<file path="src/core/link_diag_regs.svh">
`ifndef LINK_DIAG_REGS_SVH
`define LINK_DIAG_REGS_SVH

// ----------------------------------------------------------------------------
// Register indexes; the byte address on the bus is four times the index.
// ----------------------------------------------------------------------------
`define IDX_LOOPBACK_CTRL      8'h12
`define IDX_RESET_DEBUG_CTRL   8'h13
`define IDX_ALIGN_STATUS       8'h20
`define IDX_BLOCK_LOCK         8'h21
`define IDX_MFRAME_LOCK        8'h22
`define IDX_CRC_CNT_A          8'h23
`define IDX_CRC_CNT_B          8'h24
`define IDX_CRC_CNT_C          8'h25
`define IDX_CRC_CNT_D          8'h26
`define IDX_RX_ALIGN_STICKY    8'h80
`define IDX_TX_ALIGN_STICKY    8'h81
`define IDX_CRC_INJECT_CTRL    8'h82
`define IDX_IRQ_STATUS         8'h90
`define IDX_IRQ_ENABLE         8'h91
`define IDX_IRQ_CLEAR          8'h92

// ----------------------------------------------------------------------------
// Field positions.
// ----------------------------------------------------------------------------
`define BIT_RST_LOCK_REF       8
`define BIT_RST_TX_CLEAR       7
`define BIT_RST_RX_CLEAR       6
`define BIT_ALIGN_TX           0
`define BIT_ALIGN_RX           11
`define BIT_ALIGN_FEC_AM       12
`define BIT_STICKY_LOSS        0
`define BIT_IRQ_RX_LOSS        0
`define BIT_IRQ_TX_LOSS        1
`define BIT_IRQ_CRC_ERR        2

// ----------------------------------------------------------------------------
// Reset values and limits.
// ----------------------------------------------------------------------------
`define RST_CTRL_ZERO          32'h0000_0000
`define CRC_CNT_MAX            4'hF
`define RESET_DEBUG_MASK       32'h0000_01C0
`define IRQ_BITS               3

`endif

</file>
<file path="src/core/link_diag_pkg.sv">
package link_diag_pkg;

    typedef logic [3:0] crc_cnt_t;

    typedef enum logic [1:0] {
        BUS_IDLE = 2'b00,
        BUS_ACK  = 2'b01
    } bus_state_t;

endpackage

</file>
<file path="src/core/link_diag_status_regs.sv">
// The implementer's own choice: the Wishbone slave port.
`timescale 1ns/10ps
`include "link_diag_regs.svh"

module link_diag_status_regs #(
    parameter int NUM_LANES = 24
) (
    input  wire logic                   i_clk_sys,
    input  wire logic                   i_srst,
    input  wire logic                   i_wb_cyc,
    input  wire logic                   i_wb_stb,
    input  wire logic                   i_wb_we,
    input  wire logic [9:0]             i_wb_adr,
    input  wire logic [3:0]             i_wb_sel,
    input  wire logic [31:0]            i_wb_dat,
    output logic      [31:0]            o_wb_dat,
    output logic                        o_wb_ack,
    input  wire logic                   i_tx_lanes_aligned,
    input  wire logic                   i_rx_lanes_aligned,
    input  wire logic                   i_fec_am_sync,
    input  wire logic [NUM_LANES-1:0]   i_block_lock,
    input  wire logic [NUM_LANES-1:0]   i_mframe_lock,
    input  wire logic [NUM_LANES-1:0]   i_crc_fail,
    output logic      [NUM_LANES-1:0]   o_loopback_en,
    output logic      [NUM_LANES-1:0]   o_crc_inject,
    output logic                        o_lock_to_ref,
    output logic                        o_tx_clear,
    output logic                        o_rx_clear,
    output logic                        o_irq
);
    import link_diag_pkg::*;

    // ------------------------------------------------------------------------
    // Bus slave.
    // ------------------------------------------------------------------------
    bus_state_t             bus_q;
    logic                   req;
    logic                   wr;
    logic [7:0]             idx;
    logic [31:0]            wmask;
    logic [31:0]            rdata;

    // Narrower-than-32 lane vectors sit in the low bits of each word.
    function automatic logic [31:0] widen(input logic [NUM_LANES-1:0] v);
        logic [31:0] r;
        r = 32'h0000_0000;
        r[NUM_LANES-1:0] = v;
        return r;
    endfunction

    function automatic logic [31:0] merge(input logic [31:0] old_v, input logic [31:0] new_v,
                                          input logic [31:0] m);
        return (old_v & ~m) | (new_v & m);
    endfunction

    assign req   = i_wb_cyc && i_wb_stb && (bus_q == BUS_IDLE);
    assign wr    = req && i_wb_we;
    assign idx   = i_wb_adr[9:2];
    assign wmask = {{8{i_wb_sel[3]}}, {8{i_wb_sel[2]}}, {8{i_wb_sel[1]}}, {8{i_wb_sel[0]}}};

    // Every register write is decoded through this one place.
    function automatic logic wr_hit(input logic [7:0] x);
        return wr && (idx == x);
    endfunction

    // One cycle of latency for every access keeps the master's wait short and fixed.
    always_ff @(posedge i_clk_sys) begin
        if (i_srst) begin
            bus_q    <= BUS_IDLE;
            o_wb_ack <= 1'b0;
        end else begin
            case (bus_q)
                BUS_IDLE: begin
                    bus_q    <= req ? BUS_ACK : BUS_IDLE;
                    o_wb_ack <= req;
                end
                BUS_ACK: begin
                    bus_q    <= BUS_IDLE;
                    o_wb_ack <= 1'b0;
                end
                default: begin
                    bus_q    <= BUS_IDLE;
                    o_wb_ack <= 1'b0;
                end
            endcase
        end
    end

    // ------------------------------------------------------------------------
    // Control registers.
    // ------------------------------------------------------------------------
    logic [31:0]            loop_q;
    logic [31:0]            inject_q;
    logic [31:0]            rstdbg_q;
    logic [31:0]            irq_en_q;

    always_ff @(posedge i_clk_sys) begin
        if (i_srst) begin
            loop_q <= `RST_CTRL_ZERO;
        end else if (wr_hit(`IDX_LOOPBACK_CTRL)) begin
            loop_q <= merge(loop_q, i_wb_dat, wmask) & widen('1);
        end
    end

    always_ff @(posedge i_clk_sys) begin
        if (i_srst) begin
            inject_q <= `RST_CTRL_ZERO;
        end else if (wr_hit(`IDX_CRC_INJECT_CTRL)) begin
            // The bit is a plain level; the data path keeps it for a metaframe.
            inject_q <= merge(inject_q, i_wb_dat, wmask) & widen('1);
        end
    end

    // Reset value zero leaves automatic reset control in charge.
    always_ff @(posedge i_clk_sys) begin
        if (i_srst) begin
            rstdbg_q <= `RST_CTRL_ZERO;
        end else if (wr_hit(`IDX_RESET_DEBUG_CTRL)) begin
            rstdbg_q <= merge(rstdbg_q, i_wb_dat, wmask) & `RESET_DEBUG_MASK;
        end
    end

    always_ff @(posedge i_clk_sys) begin
        if (i_srst) begin
            irq_en_q <= `RST_CTRL_ZERO;
        end else if (wr_hit(`IDX_IRQ_ENABLE)) begin
            irq_en_q <= merge(irq_en_q, i_wb_dat, wmask);
        end
    end

    // ------------------------------------------------------------------------
    // Output registers.
    // ------------------------------------------------------------------------
    // Registering costs one cycle after a write but gives the data path clean levels.
    always_ff @(posedge i_clk_sys) begin
        if (i_srst) begin
            o_loopback_en <= '0;
        end else begin
            o_loopback_en <= loop_q[NUM_LANES-1:0];
        end
    end

    always_ff @(posedge i_clk_sys) begin
        if (i_srst) begin
            o_crc_inject <= '0;
        end else begin
            o_crc_inject <= inject_q[NUM_LANES-1:0];
        end
    end

    always_ff @(posedge i_clk_sys) begin
        if (i_srst) begin
            o_lock_to_ref <= 1'b0;
        end else begin
            o_lock_to_ref <= rstdbg_q[`BIT_RST_LOCK_REF];
        end
    end

    always_ff @(posedge i_clk_sys) begin
        if (i_srst) begin
            o_tx_clear <= 1'b0;
        end else begin
            o_tx_clear <= rstdbg_q[`BIT_RST_TX_CLEAR];
        end
    end

    always_ff @(posedge i_clk_sys) begin
        if (i_srst) begin
            o_rx_clear <= 1'b0;
        end else begin
            o_rx_clear <= rstdbg_q[`BIT_RST_RX_CLEAR];
        end
    end

    // ------------------------------------------------------------------------
    // Status capture.
    // ------------------------------------------------------------------------
    logic                   tx_clr;
    logic                   rx_clr;
    logic                   tx_al_q;
    logic                   rx_al_q;
    logic                   tx_loss_q;
    logic                   rx_loss_q;
    logic                   tx_loss_ev;
    logic                   rx_loss_ev;
    crc_cnt_t               crc_cnt_q [NUM_LANES];
    logic                   crc_ev;

    // A loss event is a one-cycle fall of an aligned level.
    function automatic logic level_fell(input logic prev, input logic now);
        return prev && !now;
    endfunction

    assign tx_clr     = rstdbg_q[`BIT_RST_TX_CLEAR];
    assign rx_clr     = rstdbg_q[`BIT_RST_RX_CLEAR];
    assign tx_loss_ev = level_fell(tx_al_q, i_tx_lanes_aligned);
    assign rx_loss_ev = level_fell(rx_al_q, i_rx_lanes_aligned);
    assign crc_ev     = |i_crc_fail;

    // Reset to not aligned, so a pin that is low out of reset raises no false loss event.
    always_ff @(posedge i_clk_sys) begin
        if (i_srst) begin
            tx_al_q <= 1'b0;
        end else begin
            tx_al_q <= i_tx_lanes_aligned;
        end
    end

    always_ff @(posedge i_clk_sys) begin
        if (i_srst) begin
            rx_al_q <= 1'b0;
        end else begin
            rx_al_q <= i_rx_lanes_aligned;
        end
    end

    // ------------------------------------------------------------------------
    // Alignment loss flags.
    // ------------------------------------------------------------------------
    // The clear is a level held by software, so it dominates while held.
    always_ff @(posedge i_clk_sys) begin
        if (i_srst) begin
            rx_loss_q <= 1'b0;
        end else if (rx_clr) begin
            rx_loss_q <= 1'b0;
        end else if (rx_loss_ev) begin
            rx_loss_q <= 1'b1;
        end
    end

    always_ff @(posedge i_clk_sys) begin
        if (i_srst) begin
            tx_loss_q <= 1'b0;
        end else if (tx_clr) begin
            tx_loss_q <= 1'b0;
        end else if (tx_loss_ev) begin
            tx_loss_q <= 1'b1;
        end
    end

    // ------------------------------------------------------------------------
    // CRC error counters.
    // ------------------------------------------------------------------------
    // A count holds at its top value; wrapping would make a burst look like a few errors.
    function automatic crc_cnt_t sat_inc(input crc_cnt_t c);
        if (c == `CRC_CNT_MAX) begin
            return c;
        end
        return c + 4'h1;
    endfunction

    always_ff @(posedge i_clk_sys) begin
        if (i_srst) begin
            for (int l = 0; l < NUM_LANES; l++) begin
                crc_cnt_q[l] <= 4'h0;
            end
        end else begin
            for (int l = 0; l < NUM_LANES; l++) begin
                if (rx_clr) begin
                    crc_cnt_q[l] <= 4'h0;
                end else if (i_crc_fail[l]) begin
                    crc_cnt_q[l] <= sat_inc(crc_cnt_q[l]);
                end
            end
        end
    end

    // Eight 4-bit counters per word, lane 8*g in the low nibble.
    function automatic logic [31:0] crc_word(input int g);
        logic [31:0] r;
        r = 32'h0000_0000;
        for (int k = 0; k < 8; k++) begin
            if (g * 8 + k < NUM_LANES) begin
                r[k*4 +: 4] = crc_cnt_q[g*8 + k];
            end
        end
        return r;
    endfunction

    // ------------------------------------------------------------------------
    // Interrupts.
    // ------------------------------------------------------------------------
    logic [`IRQ_BITS-1:0]   irq_st_q;
    logic [`IRQ_BITS-1:0]   irq_set;
    logic [`IRQ_BITS-1:0]   irq_clr;

    assign irq_set = {crc_ev, tx_loss_ev, rx_loss_ev};
    assign irq_clr = wr_hit(`IDX_IRQ_CLEAR) ? (i_wb_dat[`IRQ_BITS-1:0] & wmask[`IRQ_BITS-1:0])
                                                    : '0;

    // A new event in the clearing cycle wins over the clear.
    always_ff @(posedge i_clk_sys) begin
        if (i_srst) begin
            irq_st_q <= '0;
        end else begin
            irq_st_q <= (irq_st_q & ~irq_clr) | irq_set;
        end
    end

    always_ff @(posedge i_clk_sys) begin
        if (i_srst) begin
            o_irq <= 1'b0;
        end else begin
            o_irq <= |(irq_st_q & irq_en_q[`IRQ_BITS-1:0]);
        end
    end

    // ------------------------------------------------------------------------
    // Read decode.
    // ------------------------------------------------------------------------
    always_comb begin
        rdata = 32'h0000_0000;
        if (idx == `IDX_LOOPBACK_CTRL) begin
            rdata = loop_q;
        end else if (idx == `IDX_RESET_DEBUG_CTRL) begin
            rdata = rstdbg_q;
        end else if (idx == `IDX_ALIGN_STATUS) begin
            rdata[`BIT_ALIGN_TX]     = i_tx_lanes_aligned;
            rdata[`BIT_ALIGN_RX]     = i_rx_lanes_aligned;
            rdata[`BIT_ALIGN_FEC_AM] = i_fec_am_sync;
        end else if (idx == `IDX_BLOCK_LOCK) begin
            rdata = widen(i_block_lock);
        end else if (idx == `IDX_MFRAME_LOCK) begin
            rdata = widen(i_mframe_lock);
        end else if (idx == `IDX_CRC_CNT_A) begin
            rdata = crc_word(0);
        end else if (idx == `IDX_CRC_CNT_B) begin
            rdata = crc_word(1);
        end else if (idx == `IDX_CRC_CNT_C) begin
            rdata = crc_word(2);
        end else if (idx == `IDX_CRC_CNT_D) begin
            rdata = crc_word(3);
        end else if (idx == `IDX_RX_ALIGN_STICKY) begin
            rdata[`BIT_STICKY_LOSS] = rx_loss_q;
        end else if (idx == `IDX_TX_ALIGN_STICKY) begin
            rdata[`BIT_STICKY_LOSS] = tx_loss_q;
        end else if (idx == `IDX_CRC_INJECT_CTRL) begin
            rdata = inject_q;
        end else if (idx == `IDX_IRQ_STATUS) begin
            rdata[`IRQ_BITS-1:0] = irq_st_q;
        end else if (idx == `IDX_IRQ_ENABLE) begin
            rdata = irq_en_q;
        end
    end

    // ------------------------------------------------------------------------
    // Read data register.
    // ------------------------------------------------------------------------
    // Read data stays until the next read, so a slow master can still pick it up.
    always_ff @(posedge i_clk_sys) begin
        if (i_srst) begin
            o_wb_dat <= 32'h0000_0000;
        end else if (req && !i_wb_we) begin
            o_wb_dat <= rdata;
        end
    end

endmodule

</file>
<file path="config.mk">
export PLATFORM = sky130hd
export DESIGN_NAME = link_diag_status_regs
export DESIGN_NICKNAME = d
export VERILOG_FILES = /design/src/core/link_diag_pkg.sv /design/src/core/link_diag_status_regs.sv
export VERILOG_INCLUDE_DIRS = /design/src /design/src/core
export SDC_FILE = /design/constraint.sdc
export NUM_CORES = 1
export LEC_CHECK = 0
export BUFFER_PORTS_ARGS = -buffer_cell sky130_fd_sc_hd__buf_2
export CAP_MARGIN = 5
export CELL_PAD_IN_SITES_DETAIL_PLACEMENT = 0
export CELL_PAD_IN_SITES_GLOBAL_PLACEMENT = 1
export CORE_UTILIZATION = 35
export DETAILED_ROUTE_END_ITERATION = 12
export PLACE_DENSITY_LB_ADDON = 0.05
export SLEW_MARGIN = 20
export SYNTH_ARGS = -nofsm -noshare
export SYNTH_HDL_FRONTEND = slang
export SYNTH_SLANG_ARGS = --single-unit
export TNS_END_PERCENT = 50
</file>
<file path="constraint.sdc">
create_clock -name i_clk_sys -period 5.3 [get_ports i_clk_sys]
set_input_delay 0.795 -clock i_clk_sys [delete_from_list [all_inputs] [get_ports i_clk_sys]]
set_output_delay 0.795 -clock i_clk_sys [all_outputs]
set_load 0.02 [all_outputs]
</file>
==> run_results.csv <==
group,metric,value,unit
layout,area_growth,19.7,%
worst_setup_path,reg2reg_depth,5,
synth,yosysUniqueCellTypes,81,
clocking,clk_pin_slew_worst_paths,60,ps
synth,synth-simple-area-share,23.9,%
worst_setup_path,cp-end-kind,"register",
timing,finalClockSkew,17.2,ps
floorplan,die_w,195,um
synth,synth.area.top_cells,"dfxtp_1 27%, edfxtp_1 22%, nand2_1 6.0%, nand3_1 5.0%, a21oi_1 4.9%",
drt,ant_nets,0,
synth,yosys_warnings,0,
grt,grt_pass1_wl,67700,um
timing,final-max-slew-violation-count,0,
floorplan,rows,70,
floorplan,pin_count,211,
synth,syn-num-nets,1584,
layout,seqCellArea,6390,sq um
clocking,clock_sinks,271,
placement,io_buffers,208,
synth,syn_area_per_cell,9.06,sq um
grt,antenna_found_initial,1,
synth,synth_top_area_share,27.0,%
worst_setup_path,cp-start-kind,"input port",
layout,multi_input_area,6170,sq um
synth,synth_fa_ha_area_share,2.31,%
synth,synth_edf_count,96,
timing,fin_crit_sh,55.7,%
synth,synth_flop_cell,"dfxtp_1",
pwr,report.power.total,5.21,mW
timing,hold_viol,0,
worst_setup_path,critical_path_class,"input port to register",
drt,routedWlPerCell,21.7,um
worst_setup_path,worstPathArrival,3390,ps
clocking,cts_buffer_depth,3,
timing,finalCriticalPeriod,2950,ps
timing,setup_slack,2350,ps
worst_setup_path,crit_start,"i_wb_adr[6]",
drt,drtIter0Drc,843,
synth,synth_largest_area_cell,"dfxtp_1",
grt,grt_max_degree,93,
drt,via_per_inst,5.39,
timing,max_freq,339,MHz
outcome,status,"complete, no violations",
synth,ys_async_sr_fraction,0,%
min_path,hp-class,"register to register",
placement,hpwl,33600,um
pwr,powerDensity,335,nW/um^2
timing,rsz0062_at_grt,"false",
pwr,leakage,5.94,nW
worst_setup_path,reg2reg_slack,2780,ps
synth,synth-xor-area-share,3.30,%
synth,synth_compound_area_share,16.9,%
clocking,cts_hold_buf,0,
placement,place_ws,1840,ps
worst_setup_path,cp_max_fo,22,
placement,finalWeightedCongestion,0.826,
grt,first_global_vias,10600,
grt,overflow,0,
synth,synth_cells,1434,
timing,hold_ws,454,ps
timing,tightest_slew,1010,ps
grt,track_usage,23.7,%
clocking,cts_htree_levels,2,
worst_setup_path,endpoint,"o_wb_dat[23]",
layout,fin_util,42.5,%
timing,tns,0,ps
synth,seq_area_frac_synth,49.1,%
synth,ys_seq_elements,271,
worst_setup_path,r2r_start,"o_wb_ack",
pwr,vdd_drop_max,172,uV
timing,slew_headroom,32.7,%
clocking,cts-root-buf,"clkbuf_16",
floorplan,initial_core_util,35.5,%
drt,drcViolationCount,0,
floorplan,dieArea,37900,sq um
drt,vias,11300,
layout,drive_gt1_share,18.8,%
floorplan,core_region_area,36600,sq um
floorplan,die-height,195,um
layout,num-nets-final,1747,
clocking,clock_latency,520,ps
synth,muxShareOfSynthArea,0.789,%
clocking,ctsResizeCount,0,
drt,drt_wl_total,45400,um
clocking,cts_buffers,34,
layout,fillers,3710,
timing,finalSetupViolations,0,
flow_run,cap_violations,0,
worst_setup_path,worstPathRequired,5740,ps
synth,netlist_area,13000,sq um
clocking,post-cts-setup-buffer-count,0,
clocking,tritoncts,"done",
synth,synth_top_family_by_area,"simple AND/OR/NAND/NOR gates",
drt,drt_pass1_iterations,5,
[synthesized netlist by cell type (all sizes together), types with 5 or more instances]
cell,number
a21oi,126
xor2,21
nor2b,56
inv,13
ha,24
nand2,209
o21a,21
o22ai,14
a211o,10
a221oi,25
a22oi,10
nand3,131
mux2i,8
a22o,5
nor4,10
clkbuf,63
o2bb2ai,5
or4b,5
buf,35
a222oi,11
nand2b,8
a221o,6
o21ai,44
and2,6
nor2,132
a211oi,19
dfxtp,175
and3,27
edfxtp,96
o211ai,5
xnor2,28
nor3,26
[layout by cell type (no fill, tap or decap), drive strengths merged, types with 5 or more instances in the layout]
| cell type | n |
|---|---|
| and3 | 27 |
| xor2 | 21 |
| edfxtp | 96 |
| o211ai | 5 |
| a221oi | 25 |
| xnor2 | 28 |
| o2bb2ai | 5 |
| o21ai | 44 |
| nor3 | 26 |
| a221o | 6 |
| a22oi | 10 |
| clkbuf | 44 |
| a22o | 5 |
| inv | 14 |
| nor2 | 132 |
| nor4 | 10 |
| mux2i | 8 |
| clkinv | 6 |
| nand2b | 8 |
| o21a | 21 |
| nor2b | 56 |
| a211oi | 19 |
| nand2 | 209 |
| buf | 225 |
| or4b | 5 |
| dfxtp | 175 |
| a21oi | 126 |
| ha | 24 |
| and2 | 6 |
| o22ai | 14 |
| a211o | 10 |
| a222oi | 11 |
| bufinv | 7 |
| nand3 | 131 |
[kinds of logic after synthesis]
kind of cell	count (synthesis)
AO/OA/AOI/OAI	332
XOR/XNOR	49
adder cells (fa/ha/maj)	24
buffers and inverters	111
flip-flops	271
multiplexers	10
AND/OR/NAND/NOR	637
[worst max-delay path, cell delays in order]
cell and delay (ps):
buf_2 200, or4b_4 690, nor3_4 870, o21ai_1 260, a211o_1 350, a211oi_2 210
[power by group]
group	switching, mW	internal, mW	total (mW)
sequential	0.0801	2.24	2.32
combinational	0.262	0.145	0.407
clock	0.907	1.58	2.49
total	1.25	3.96	5.21
[worst min-delay path by stage]
| stage | endpoint | cells after the start | from |
|---|---|---|---|
| after global routing | irq_st_q[0] | 2 | rx_al_q |
| final | register | 2 | register |
| after global placement | register | 2 | register |
| after CTS | register | 2 | register |
| after floorplan | tx_loss_q | 1 | register |
| after detailed placement | register | 2 | register |
[area by class of cell]
type,count,area share [%]
Multi-Input combinational cell,1052,39.6
Inverter,13,0.314
Tap cell,468,3.76
Clock inverter,16,1.67
Clock buffer,44,5.98
Timing Repair Buffer,225,7.55
Sequential cell,271,41.1
Antenna cell,1,0.0161
[layer usage]
| layer | track usage, % | share of wire [%] |
|---|---|---|
| met1 | 36.5 | 50 |
| met2 | 33.9 | 42 |
| met3 | 3.45 | 5.8 |
| met4 | 6.38 | 2.1 |
| met5 | 0 | 0 |
[per-stage QoR]
stage	area, sq um	cells
3_5_place_dp	14400	2029
5_1_grt	15600	2089
3_3_place_gp	14400	2029
6_report	15600	2090
2_1_floorplan	13000	1434
4_1_cts	15600	2089
(Power assumes the default switching activity.)
